## config.mk

```make
export PLATFORM = sky130hd
export DESIGN_NAME = adc_conversion_sequencer
export DESIGN_NICKNAME = d
export VERILOG_FILES = /design/src/hdl/adc_conversion_sequencer.v /design/src/hdl/conversion_timer.v /design/src/hdl/sar_register.v
export VERILOG_INCLUDE_DIRS = /design/src /design/src/hdl
export SDC_FILE = /design/constraint.sdc
export NUM_CORES = 1
export LEC_CHECK = 0
export ABC_AREA = 1
export BUFFER_PORTS_ARGS = -buffer_cell sky130_fd_sc_hd__buf_2
export CAP_MARGIN = 20
export CORE_ASPECT_RATIO = 0.5
export CORE_MARGIN = 5
export CORE_UTILIZATION = 55
export CTS_CLUSTER_SIZE = 40
export DETAILED_ROUTE_END_ITERATION = 7
export PLACE_DENSITY = 0.79
export REMOVE_ABC_BUFFERS = 1
export SLEW_MARGIN = 20
export SYNTH_ARGS = -nofsm -noshare
export SYNTH_HDL_FRONTEND = slang
export SYNTH_SLANG_ARGS = --single-unit
```

## constraint.sdc

```tcl
create_clock -name sys_clk -period 1.9 [get_ports sys_clk]
set_input_delay 0.38 -clock sys_clk [delete_from_list [all_inputs] [get_ports sys_clk]]
set_output_delay 0.38 -clock sys_clk [all_outputs]
set_load 0.03 [all_outputs]
```

## src/hdl/adc_seq_regs.vh

```
// Behaviour
// - each conversion lasts sixteen converter clocks
// - control write with a live selector starts conversion next edge
// - continuous mode reconverts, reloads result each time
// - new result overwrites unread old result
// - conversions repeat until continuous bit cleared
// - complete flag set, cleared by result read
// - interrupt enable raises request every conversion while the done event is enabled
// - complete flag stays zero while interrupts enabled
// - converter runs normally during wait mode
// - enabled request can wake the system
// - selector all ones powers converter down
// - top reference ff, bottom 00, saturating
`ifndef ADC_SEQ_REGS_VH
`define ADC_SEQ_REGS_VH

// register byte addresses
`define ADC_OFS_CONTROL_STATUS 8'h3c
`define ADC_OFS_RESULT 8'h3d
`define ADC_OFS_EVENT_STATUS 8'h3e
`define ADC_OFS_EVENT_CLEAR 8'h3f
`define ADC_OFS_EVENT_ENABLE 8'h40

// control/status field positions
`define ADC_CS_COMPLETE_BIT 7
`define ADC_CS_IRQ_EN_BIT 6
`define ADC_CS_CONTINUOUS_BIT 5
`define ADC_CS_SEL_HI 4
`define ADC_CS_SEL_LO 0

// event status bit positions
`define ADC_EV_DONE_BIT 0
`define ADC_EV_OVERWRITE_BIT 1
`define ADC_EV_WIDTH 2

// reset values and power-down selector code
`define ADC_SEL_RESET 5'h1f
`define ADC_SEL_POWER_DOWN 5'h1f
`define ADC_BYTE_ZERO 8'h00
`define ADC_EV_ZERO 2'h0

// conversion timing, in converter clock cycles
`define ADC_CONV_CYCLES 16
`define ADC_SAMPLE_LAST 4'h6
`define ADC_DECIDE_FIRST 4'h7
`define ADC_DECIDE_LAST 4'he
`define ADC_COUNT_ZERO 4'h0
`define ADC_COUNT_ONE 4'h1

`endif

```

## src/hdl/adc_conversion_sequencer.v

```verilog
// Decided for this implementation: the address-and-strobe port.
`timescale 1ns/1ps
`include "adc_seq_regs.vh"
// converter sequencing, register file and event interrupt
module adc_conversion_sequencer #(
  parameter AW = 8,
  parameter DW = 8
) (
  input wire sys_clk,
  input wire rst_b,
  input wire [AW-1:0] reg_addr,
  input wire [DW-1:0] reg_wdata,
  input wire reg_wr,
  input wire reg_rd,
  output reg [DW-1:0] reg_rdata,
  input wire comp_above,
  output reg sample_hold,
  output wire [DW-1:0] dac_code,
  output reg [4:0] channel_select,
  output reg converter_power_down,
  output reg conversion_irq
);

  // control fields written by software
  reg continuous_convert;
  reg conversion_irq_enable;
  reg [4:0] input_selector;
  // completion flag, hardware set, result read clears
  reg conversion_complete_flag;
  // last delivered code
  reg [DW-1:0] result;
  // result not yet read by software
  reg result_unread;
  // sticky event bits and their enables
  reg [`ADC_EV_WIDTH-1:0] event_status;
  reg [`ADC_EV_WIDTH-1:0] event_enable;

  // next values
  reg next_complete;
  reg [`ADC_EV_WIDTH-1:0] next_event_status;
  reg [DW-1:0] next_rdata;

  // address decode strobes
  wire wr_control;
  wire wr_clear;
  wire wr_enable;
  wire rd_result;

  // timer signals
  wire busy;
  wire [3:0] count;
  wire last;

  // conversion control
  wire powered_down;
  wire start_conv;
  wire stop_conv;
  wire begin_trial;
  wire decide;
  wire [DW-1:0] trial;

  // event pulses
  wire done_event;
  wire overwrite_event;

  // decode of the plain register port
  assign wr_control = reg_wr & (reg_addr == `ADC_OFS_CONTROL_STATUS);
  assign wr_clear = reg_wr & (reg_addr == `ADC_OFS_EVENT_CLEAR);
  assign wr_enable = reg_wr & (reg_addr == `ADC_OFS_EVENT_ENABLE);
  assign rd_result = reg_rd & (reg_addr == `ADC_OFS_RESULT);

  // power-down code in the new or held selector
  assign powered_down = wr_control ?
    (reg_wdata[`ADC_CS_SEL_HI:`ADC_CS_SEL_LO] == `ADC_SEL_POWER_DOWN) :
    (input_selector == `ADC_SEL_POWER_DOWN);

  // any control write with a live selector restarts at the very next edge
  // continuous mode chains the next conversion straight on
  assign start_conv = ~powered_down &
    (wr_control | (last & continuous_convert));

  // power-down aborts a running conversion
  assign stop_conv = powered_down;

  // the first trial is loaded at the end of sampling
  assign begin_trial = busy & (count == `ADC_SAMPLE_LAST);

  // one bit decided in each of eight cycles
  assign decide = busy & (count >= `ADC_DECIDE_FIRST) &
    (count <= `ADC_DECIDE_LAST);

  // result delivered in the sixteenth cycle
  assign done_event = last;

  // unread result about to be replaced
  assign overwrite_event = last & result_unread & ~rd_result;

  // sixteen cycle conversion clock, never gated by wait
  conversion_timer #(
    .CYCLES(`ADC_CONV_CYCLES),
    .CW(4)
  ) u_timer (
    .sys_clk(sys_clk),
    .rst_b(rst_b),
    .start(start_conv),
    .stop(stop_conv),
    .busy(busy),
    .count(count),
    .last(last)
  );

  // approximation register drives the reference code
  sar_register #(
    .W(DW)
  ) u_sar (
    .sys_clk(sys_clk),
    .rst_b(rst_b),
    .begin_conv(begin_trial),
    .decide(decide),
    .comp_above(comp_above),
    .trial(trial)
  );

  // trial code goes out to the front end
  assign dac_code = trial;

  // control fields written by software
  always @(posedge sys_clk or negedge rst_b)
  begin
    if (!rst_b)
    begin
      continuous_convert <= 1'b0;
      conversion_irq_enable <= 1'b0;
      input_selector <= `ADC_SEL_RESET;
    end
    else if (wr_control)
    begin
      continuous_convert <= reg_wdata[`ADC_CS_CONTINUOUS_BIT];
      conversion_irq_enable <= reg_wdata[`ADC_CS_IRQ_EN_BIT];
      input_selector <= reg_wdata[`ADC_CS_SEL_HI:`ADC_CS_SEL_LO];
    end
  end

  // front-end controls, registered
  always @(posedge sys_clk or negedge rst_b)
  begin
    if (!rst_b)
    begin
      sample_hold <= 1'b0;
      channel_select <= `ADC_SEL_RESET;
      converter_power_down <= 1'b1;
    end
    else
    begin
      // track during cycles 0 to 6
      sample_hold <= start_conv |
        (busy & ~stop_conv & ~last & (count < `ADC_SAMPLE_LAST));
      // selected channel follows the control field
      if (wr_control)
        channel_select <= reg_wdata[`ADC_CS_SEL_HI:`ADC_CS_SEL_LO];
      // converter analog power off on all-ones selector
      converter_power_down <= powered_down;
    end
  end

  // result register, overwritten at each end
  always @(posedge sys_clk or negedge rst_b)
  begin
    if (!rst_b)
    begin
      result <= `ADC_BYTE_ZERO;
      result_unread <= 1'b0;
    end
    else
    begin
      if (last)
      begin
        // replace regardless of whether it was read
        result <= trial;
        result_unread <= 1'b1;
      end
      else if (rd_result)
      begin
        result_unread <= 1'b0;
      end
    end
  end

  // completion flag next value
  always @*
  begin
    next_complete = conversion_complete_flag;
    if (conversion_irq_enable)
    begin
      // flag held low while the interrupt reports completion
      next_complete = 1'b0;
    end
    else if (done_event)
    begin
      // set wins over a same-cycle read
      next_complete = 1'b1;
    end
    else if (rd_result)
    begin
      // reading the result clears it
      next_complete = 1'b0;
    end
  end

  // completion flag register
  always @(posedge sys_clk or negedge rst_b)
  begin
    if (!rst_b)
      conversion_complete_flag <= 1'b0;
    else
      conversion_complete_flag <= next_complete;
  end

  // sticky event bits, set wins over clear
  always @*
  begin
    next_event_status = event_status;
    if (wr_clear)
      next_event_status = next_event_status & ~reg_wdata[`ADC_EV_WIDTH-1:0];
    if (done_event & conversion_irq_enable)
      next_event_status[`ADC_EV_DONE_BIT] = 1'b1;
    if (overwrite_event)
      next_event_status[`ADC_EV_OVERWRITE_BIT] = 1'b1;
  end

  // event status, enable and interrupt line
  always @(posedge sys_clk or negedge rst_b)
  begin
    if (!rst_b)
    begin
      event_status <= `ADC_EV_ZERO;
      event_enable <= `ADC_EV_ZERO;
      conversion_irq <= 1'b0;
    end
    else
    begin
      event_status <= next_event_status;
      if (wr_enable)
        event_enable <= reg_wdata[`ADC_EV_WIDTH-1:0];
      // level request, also the wake request out of wait
      conversion_irq <= |(next_event_status &
        (wr_enable ? reg_wdata[`ADC_EV_WIDTH-1:0] : event_enable));
    end
  end

  // read data mux, unmapped reads return zero
  always @*
  begin
    next_rdata = `ADC_BYTE_ZERO;
    case (reg_addr)
      `ADC_OFS_CONTROL_STATUS:
      begin
        next_rdata[`ADC_CS_COMPLETE_BIT] = conversion_complete_flag;
        next_rdata[`ADC_CS_IRQ_EN_BIT] = conversion_irq_enable;
        next_rdata[`ADC_CS_CONTINUOUS_BIT] = continuous_convert;
        next_rdata[`ADC_CS_SEL_HI:`ADC_CS_SEL_LO] = input_selector;
      end
      `ADC_OFS_RESULT:
        next_rdata = result;
      `ADC_OFS_EVENT_STATUS:
        next_rdata[`ADC_EV_WIDTH-1:0] = event_status;
      `ADC_OFS_EVENT_ENABLE:
        next_rdata[`ADC_EV_WIDTH-1:0] = event_enable;
      default:
        next_rdata = `ADC_BYTE_ZERO;
    endcase
  end

  // read data stand only in the cycle after the strobe
  always @(posedge sys_clk or negedge rst_b)
  begin
    if (!rst_b)
      reg_rdata <= `ADC_BYTE_ZERO;
    else if (reg_rd)
      reg_rdata <= next_rdata;
    else
      reg_rdata <= `ADC_BYTE_ZERO;
  end

  // single mode: timer idles after last since no restart
  // (start_conv only chains when continuous_convert is set)

endmodule

```

## src/hdl/conversion_timer.v

```verilog
`timescale 1ns/1ps
// counts the cycles of one conversion
module conversion_timer #(
  parameter CYCLES = 16,
  parameter CW = 4
) (
  input wire sys_clk,
  input wire rst_b,
  input wire start,
  input wire stop,
  output reg busy,
  output reg [CW-1:0] count,
  output wire last
);

  // final cycle of a conversion, cut to the counter width on purpose
  localparam integer LAST_INT = CYCLES - 1;
  localparam [CW-1:0] COUNT_LAST = LAST_INT[CW-1:0];

  assign last = busy & (count == COUNT_LAST);

  // start wins over stop and over natural end
  always @(posedge sys_clk or negedge rst_b)
  begin
    if (!rst_b)
    begin
      busy <= 1'b0;
      count <= {CW{1'b0}};
    end
    else if (start)
    begin
      // restart from cycle zero
      busy <= 1'b1;
      count <= {CW{1'b0}};
    end
    else if (stop || last)
    begin
      // abort or completed
      busy <= 1'b0;
      count <= {CW{1'b0}};
    end
    else if (busy)
    begin
      count <= count + {{(CW-1){1'b0}}, 1'b1};
    end
  end

endmodule

```

## src/hdl/sar_register.v

```verilog
`timescale 1ns/1ps
// successive approximation trial register
module sar_register #(
  parameter W = 8
) (
  input wire sys_clk,
  input wire rst_b,
  input wire begin_conv,
  input wire decide,
  input wire comp_above,
  output reg [W-1:0] trial
);

  // bit currently under test
  reg [W-1:0] mask;
  // trial with current bit kept or dropped
  wire [W-1:0] decided;

  // comparator high keeps the bit, so full input gives all ones
  assign decided = comp_above ? trial : (trial & ~mask);

  // one bit decided per decide cycle, msb first
  always @(posedge sys_clk or negedge rst_b)
  begin
    if (!rst_b)
    begin
      trial <= {W{1'b0}};
      mask <= {W{1'b0}};
    end
    else if (begin_conv)
    begin
      // midscale first trial
      trial <= {1'b1, {(W-1){1'b0}}};
      mask <= {1'b1, {(W-1){1'b0}}};
    end
    else if (decide && (mask != {W{1'b0}}))
    begin
      // keep decision, offer next lower bit
      trial <= decided | (mask >> 1);
      mask <= mask >> 1;
    end
  end

endmodule

```

Yosys cells after proc, flatten, opt, wreduce, memory -nomap -nowiden
Index checks and enable logic that the tools add are counted.
{"block": "op_classes", "addsub": 1, "n_eq_ne": 9, "n_bitwise": 27, "reduce_logical": 9, "shift": 0, "mux": 21, "multipliers": 0, "order_cmp": 3, "n_div": 0}
{"cell": "$mux W8", "count": 6}
{"cell": "$eq A8 B6 Y1 const B", "count": 4}
{"cell": "$and A1 B1 Y1", "count": 16}
{"cell": "$mux W4", "count": 3}
{"cell": "$pmux W6 S2", "count": 1}
{"cell": "$eq A5 B5 Y1 const B", "count": 2}
{"cell": "$and A8 B8 Y8", "count": 1}
{"cell": "$eq A8 B7 Y1 const B", "count": 1}
{"cell": "$mux W1", "count": 8}
{"cell": "$not A8 Y8", "count": 1}
{"cell": "$or A8 B7 Y8", "count": 1}
{"cell": "$pmux W2 S4", "count": 1}
{"cell": "$reduce_bool A8 Y1", "count": 1}
{"cell": "$reduce_bool A2 Y1", "count": 3}
{"cell": "$reduce_bool A3 Y1", "count": 2}
{"cell": "$add A4 B1 Y4 const B", "count": 1}
{"cell": "$and A2 B2 Y2", "count": 2}
{"cell": "$eq A4 B3 Y1 const B", "count": 1}
{"cell": "$eq A4 B4 Y1 const B", "count": 1}
{"cell": "$ge A4 B3 Y1 const B", "count": 1}
{"cell": "$le A4 B4 Y1 const B", "count": 1}
{"cell": "$lt A4 B3 Y1 const B", "count": 1}
{"cell": "$mux W2", "count": 2}
{"cell": "$not A1 Y1", "count": 3}
{"cell": "5 further kinds", "count": 6}
{"block": "totals", "latchBits": 0, "mem_bits_ro": 0, "mem_count": 0, "inputBits": 21, "ramBits": 0, "reg_bits": 53, "elab_cells": 86}

Logic depth before layout (Yosys ltp)
{"block": "depth", "word_depth": 8, "ltp_mapped": 12}

Cells and area by module
A second synthesis with hierarchy kept.
{"block": "hier_totals", "hier_cells": 300, "hier_area_um2": 2522.4}
{"mod": "adc_conversion_sequencer", "seq_area_each_um2": 808.3, "area_per_inst_um2": 1498.9, "cells_per_inst": 177, "instances": 1}
{"mod": "sar_register", "seq_area_each_um2": 400.4, "area_per_inst_um2": 748.2, "cells_per_inst": 92, "instances": 1}
{"mod": "conversion_timer", "seq_area_each_um2": 125.1, "area_per_inst_um2": 275.3, "cells_per_inst": 31, "instances": 1}

Worst setup path before layout
OpenSTA, ideal clock, no wires.
{"block": "synth_path", "path_type": "register to register", "start": "reg u_timer.count[0]", "end": "reg u_sar.trial[0]", "path_stages_with_launch": 9, "setup_slack_ps": 453, "path_buffers": 0, "arrival_ps": 1325, "setup_time_ps": 122, "path_cell_list": "dfrtp_1 > ha_1 > a21oi_1 > nor2_1 > o21ai_2 > nor2_4 > inv_2 > nor3_1 > o21ai_1"}
{"block": "synth_between", "elab_chain_cells": 5}
{"element": "from (decl)", "line_no": "conversion_timer.v:12", "rtl": "output reg [CW-1:0] count,"}
{"element": "from (signal assigned)", "line_no": "conversion_timer.v:28", "rtl": "count <= {CW{1'b0}};"}
{"element": "from (signal assigned)", "line_no": "conversion_timer.v:34", "rtl": "count <= {CW{1'b0}};"}
{"element": "from (signal assigned)", "line_no": "conversion_timer.v:40", "rtl": "count <= {CW{1'b0}};"}
{"element": "$ge A4 B3 Y1 (no source line)"}
{"element": "$and A1 B1 Y1 (2 in a row)", "line_no": "adc_conversion_sequencer.v:89", "rtl": "assign decide = busy & (count >= `ADC_DECIDE_FIRST) &"}
{"element": "$logic_and A1 B1 Y1", "line_no": "sar_register.v:36", "rtl": "else if (decide && (mask != {W{1'b0}}))"}
{"element": "$reduce_bool A2 Y1 (no source line)"}
{"element": "to (signal assigned)", "line_no": "sar_register.v:27", "rtl": "trial <= {W{1'b0}};"}
{"element": "to (signal assigned)", "line_no": "sar_register.v:33", "rtl": "trial <= {1'b1, {(W-1){1'b0}}};"}
{"element": "to (signal assigned)", "line_no": "sar_register.v:39", "rtl": "trial <= decided | (mask >> 1);"}
{"element": "to (decl)", "line_no": "sar_register.v:11", "rtl": "output reg [W-1:0] trial"}
Several ways; a longest one is shown, not always the timed one.
A chain may end at the register's enable or synchronous reset.

Worst setup path after layout
{"block": "layout_path", "start": "reg u_timer.count[0]", "end": "reg conversion_irq"}
{"element": "$eq A4 B4 Y1", "line_no": "conversion_timer.v:20", "rtl": "assign last = busy & (count == COUNT_LAST);"}
{"element": "$and A1 B1 Y1", "line_no": "conversion_timer.v:20"}
{"element": "$and A1 B1 Y1", "line_no": "adc_conversion_sequencer.v:225", "rtl": "if (done_event & conversion_irq_enable)"}
{"element": "$mux W1", "line_no": "adc_conversion_sequencer.v:225"}
{"element": "via next_event_status[0]", "line_no": "adc_conversion_sequencer.v:40", "rtl": "reg [`ADC_EV_WIDTH-1:0] next_event_status;"}
{"element": "$and A2 B2 Y2", "line_no": "adc_conversion_sequencer.v:246", "rtl": "conversion_irq <= |(next_event_status &"}
{"element": "$reduce_or A2 Y1", "line_no": "adc_conversion_sequencer.v:246"}
{"element": "to (signal assigned)", "line_no": "adc_conversion_sequencer.v:246"}
{"element": "to (decl)", "line_no": "adc_conversion_sequencer.v:21", "rtl": "output reg conversion_irq"}
The timed path passes the listed nets, and every way through them passes these cells.

==> impl_metrics.tcl <==
set metrics [dict create \
    synth_cell_types 34 \
    fin_skew_ns 0.006202 \
    yosys.area.top_type "dfrtp_1" \
    drt_first_pass_iters 4 \
    top_layer "met4" \
    syn-instance-count 263 \
    gr-total-overflow 0 \
    hpwlAfterDp_um 3732 \
    fmax_ghz 0.5886 \
    io_buffer_count 43 \
    die_y_um 57.10 \
    maxSlewViolCount 0 \
    die-area_um2 5949 \
    vias 1925 \
    clk_latency_ns 0.30 \
    clkSinkCount 53 \
    synth_warnings 0 \
    routabilityCongestion 0.8775 \
    h-tree-depth 2 \
    ys.flop_type "dfrtp_1" \
    fill_cells 368 \
    tns_ns 0 \
    peakVddDrop_mv 0.5234 \
    grt_pass1_vias 2016 \
    io_pins 45 \
    postCtsSetupRepairBufs 0 \
    antenna_found_initial 0 \
    clockBufferDepth 2 \
    holdCritPathClass "input pin to async pin" \
    cap_violations 0 \
    p_int_mw 2.311 \
    power_density_nw_per_um2 1320 \
    area_delta_synth_final_pct 16.00 \
    cts_root_buffer "clkbuf_8" \
    met3WireLength_um 267 \
    synth_seq_cells 53 \
    switchingPower_mw 1.424 \
    critPathKind "flip-flop to flip-flop" \
    start_util_pct 56.23 \
    drc 0 \
    seqPwrFrac_pct 44.8 \
    wl_met2_um 2527 \
    viasPerCell 5.231 \
    switching_share_pct 38.12 \
    routed_wl_um 5230 \
    run_status "finished clean" \
    hold_viol_final 0 \
    fin_hold_ws_ns 0.1782 \
    yosysTopAreaCellShare_pct 48.21 \
    clkTransAtPathRegs_ns 0.09 \
    grt.total_usage_pct 18.52 \
    syn_avg_cell_area_um2 9.277 \
    rows 17 \
    grt_pass1_wl_um 9080 \
    yosys-top-cells-area "dfrtp_1 (48%), nand2_1 (7.2%), dfstp_2 (6.5%), inv_1 (4.6%), nand3_1 (3.7%)" \
    yosys-top-cells-count "dfrtp_1 (47), nand2_1 (47), inv_1 (30)" \
    cts_hold_buf 0 \
    n_antenna_cell 0 \
    wl_per_cell_um 14.21 \
    critPathLaunchType "flip-flop" \
    cts_resized 0 \
    slew_headroom_pct 56.11 \
    synth-edff-count 0 \
    grt_start_max_net_pins 54 \
    path_max_fanout 15 \
    fin_crit_ns 1.699 \
    cts_tree "yes" \
    arrival_ns 1.94 \
    setup_violations 0 \
    coreArea_um2 4339 \
    endpoint_kind "flip-flop" \
    ys_seq_area_share_pct 54.67 \
    drive_above_1_share_pct 31.83 \
    async_reset_ff_share_pct 100.0 \
    p_comb_share_pct 34.1 \
    wl_met1_um 2362 \
    fin_crit_sh_pct 89.42 \
    p_leak_nw 1.427 \
    final_net_count 333 \
    numCtsBuffers 5 \
    die_x_um 104.2 \
    drt_iter0_markers 94 \
    syn_area_um2 2440 \
    rsz0062_at_grt "no" \
    required_ns 2.14 \
    clkPwrFrac_pct 21.1 \
    postRouteAntennaNets 0 \
    tightest_slew_ns 0.6583 \
]
[power by group through the flow]
stage / combinational, mW / sequential, mW / clock [mW]
2_1_floorplan: 0.763 / 1.82 / 0
6_report: 1.27 / 1.67 / 0.789
3_5_place_dp: 1.27 / 1.68 / 0
3_3_place_gp: 1.21 / 1.67 / 0
4_1_cts: 1.27 / 1.67 / 0.804
5_1_grt: 1.42 / 1.71 / 0.839
[registers in the layout, indices dropped and copies added (netlist names)]
register / flops
event_enable: 2
sample_hold: 1
channel_select: 5
u_timer.count: 4
reg_rdata: 8
conversion_complete_flag: 1
continuous_convert: 1
conversion_irq_enable: 1
converter_power_down: 1
conversion_irq: 1
result: 8
u_sar.trial: 8
u_timer.busy: 1
event_status: 2
u_sar.mask: 8
result_unread: 1
[layer usage]
metal,up-vias,track usage (%)
li1,947,-
met2,61,32.25
met5,-,0
met1,909,23.62
met3,8,4.068
met4,0,5.535
[cells in the final DEF (no fill, tap or decap), types with 2 or more instances in the layout]
master / synthesis / routed
o21ai_0: 9 / 9
inv_1: 30 / 30
o31ai_1: 3 / 3
o21ai_2: 4 / 4
a21oi_1: 7 / 7
xor2_1: 2 / 2
nand4_1: 2 / 2
mux2_2: 5 / 5
ha_1: 2 / 2
dfrtp_1: 47 / 47
nand3_1: 18 / 18
buf_2: 4 / 43
nor4_2: 2 / 2
buf_4: 0 / 3
o22ai_1: 2 / 2
clkbuf_8: 0 / 6
nor2_2: 8 / 8
nor3_1: 11 / 11
nand2_2: 7 / 7
dfstp_2: 6 / 6
o21ai_1: 18 / 18
nand2_1: 47 / 47
nor2_4: 2 / 2
inv_2: 8 / 8
nor2_1: 8 / 8
[cell families (layout without fill, tap and decap cells)]
logic type                 Yosys count  in the layout  share of synthesized area [%]
muxes                                5              5                          2.308
AOI/OAI and AO/OA                   45             45                          10.41
buffers and inverters               45             93                          7.436
DFF                                 53             53                          54.67
and+or+nand+nor                    110            110                          23.08
xor gates and xnor gates             3              3                          1.077
adders and majority gates            2              2                          1.025
[worst paths after layout]
| kind | depth (start not counted) | end | slack (ns) | from |
|---|---|---|---|---|
| setup / recovery | 5 | conversion_irq | 0.20 | u_timer.count[0] |
| hold / removal | 2 | u_sar.mask[6] | 0.18 | rst_b |
| setup reg to reg | 5 | conversion_irq | 0.20 | u_timer.count[0] |
| hold reg to reg | 1 | conversion_complete_flag | 0.43 | conversion_irq_enable |
| max in group asynchronous | 2 | reg_rdata[2] | 1.28 | rst_b |
| min in group sys_clk | 3 | channel_select[3] | 0.31 | reg_wdata[3] |
[metrics by stage]
step	worst slack (ns)	total power, mW	util [%]	instances	instance area [um2]
6_report	0.2010	3.736	65.22	368	2830
5_1_grt	0.01754	3.972	65.22	368	2830
4_1_cts	0.2260	3.746	65.22	368	2830
2_1_floorplan	0.3968	2.584	-	257	2405
3_5_place_dp	0.1118	2.948	62.54	360	2714
3_3_place_gp	0.1943	2.882	62.54	360	2714
[worst max-delay path: stages, from the launching register on]
cell     delay, ns
dfrtp_1       0.46
ha_1          0.24
nand4_2       0.38
o21ai_0       0.38
nand2_1       0.09
nand2_1       0.08
[cell type report]
| class | instances | area [um2] | area share [%] |
|---|---|---|---|
| clock buffers | 7 | 86.33 | 3.050 |
| flip-flops and latches | 53 | 1334 | 47.13 |
| repair buffers | 46 | 237.7 | 8.400 |
| inverters | 39 | 146.4 | 5.172 |
| well taps | 57 | 71.32 | 2.520 |
| clock inverters | 1 | 30.03 | 1.061 |
| multi-input cells | 165 | 924.6 | 32.67 |
Power figures use the tool's default switching activity.
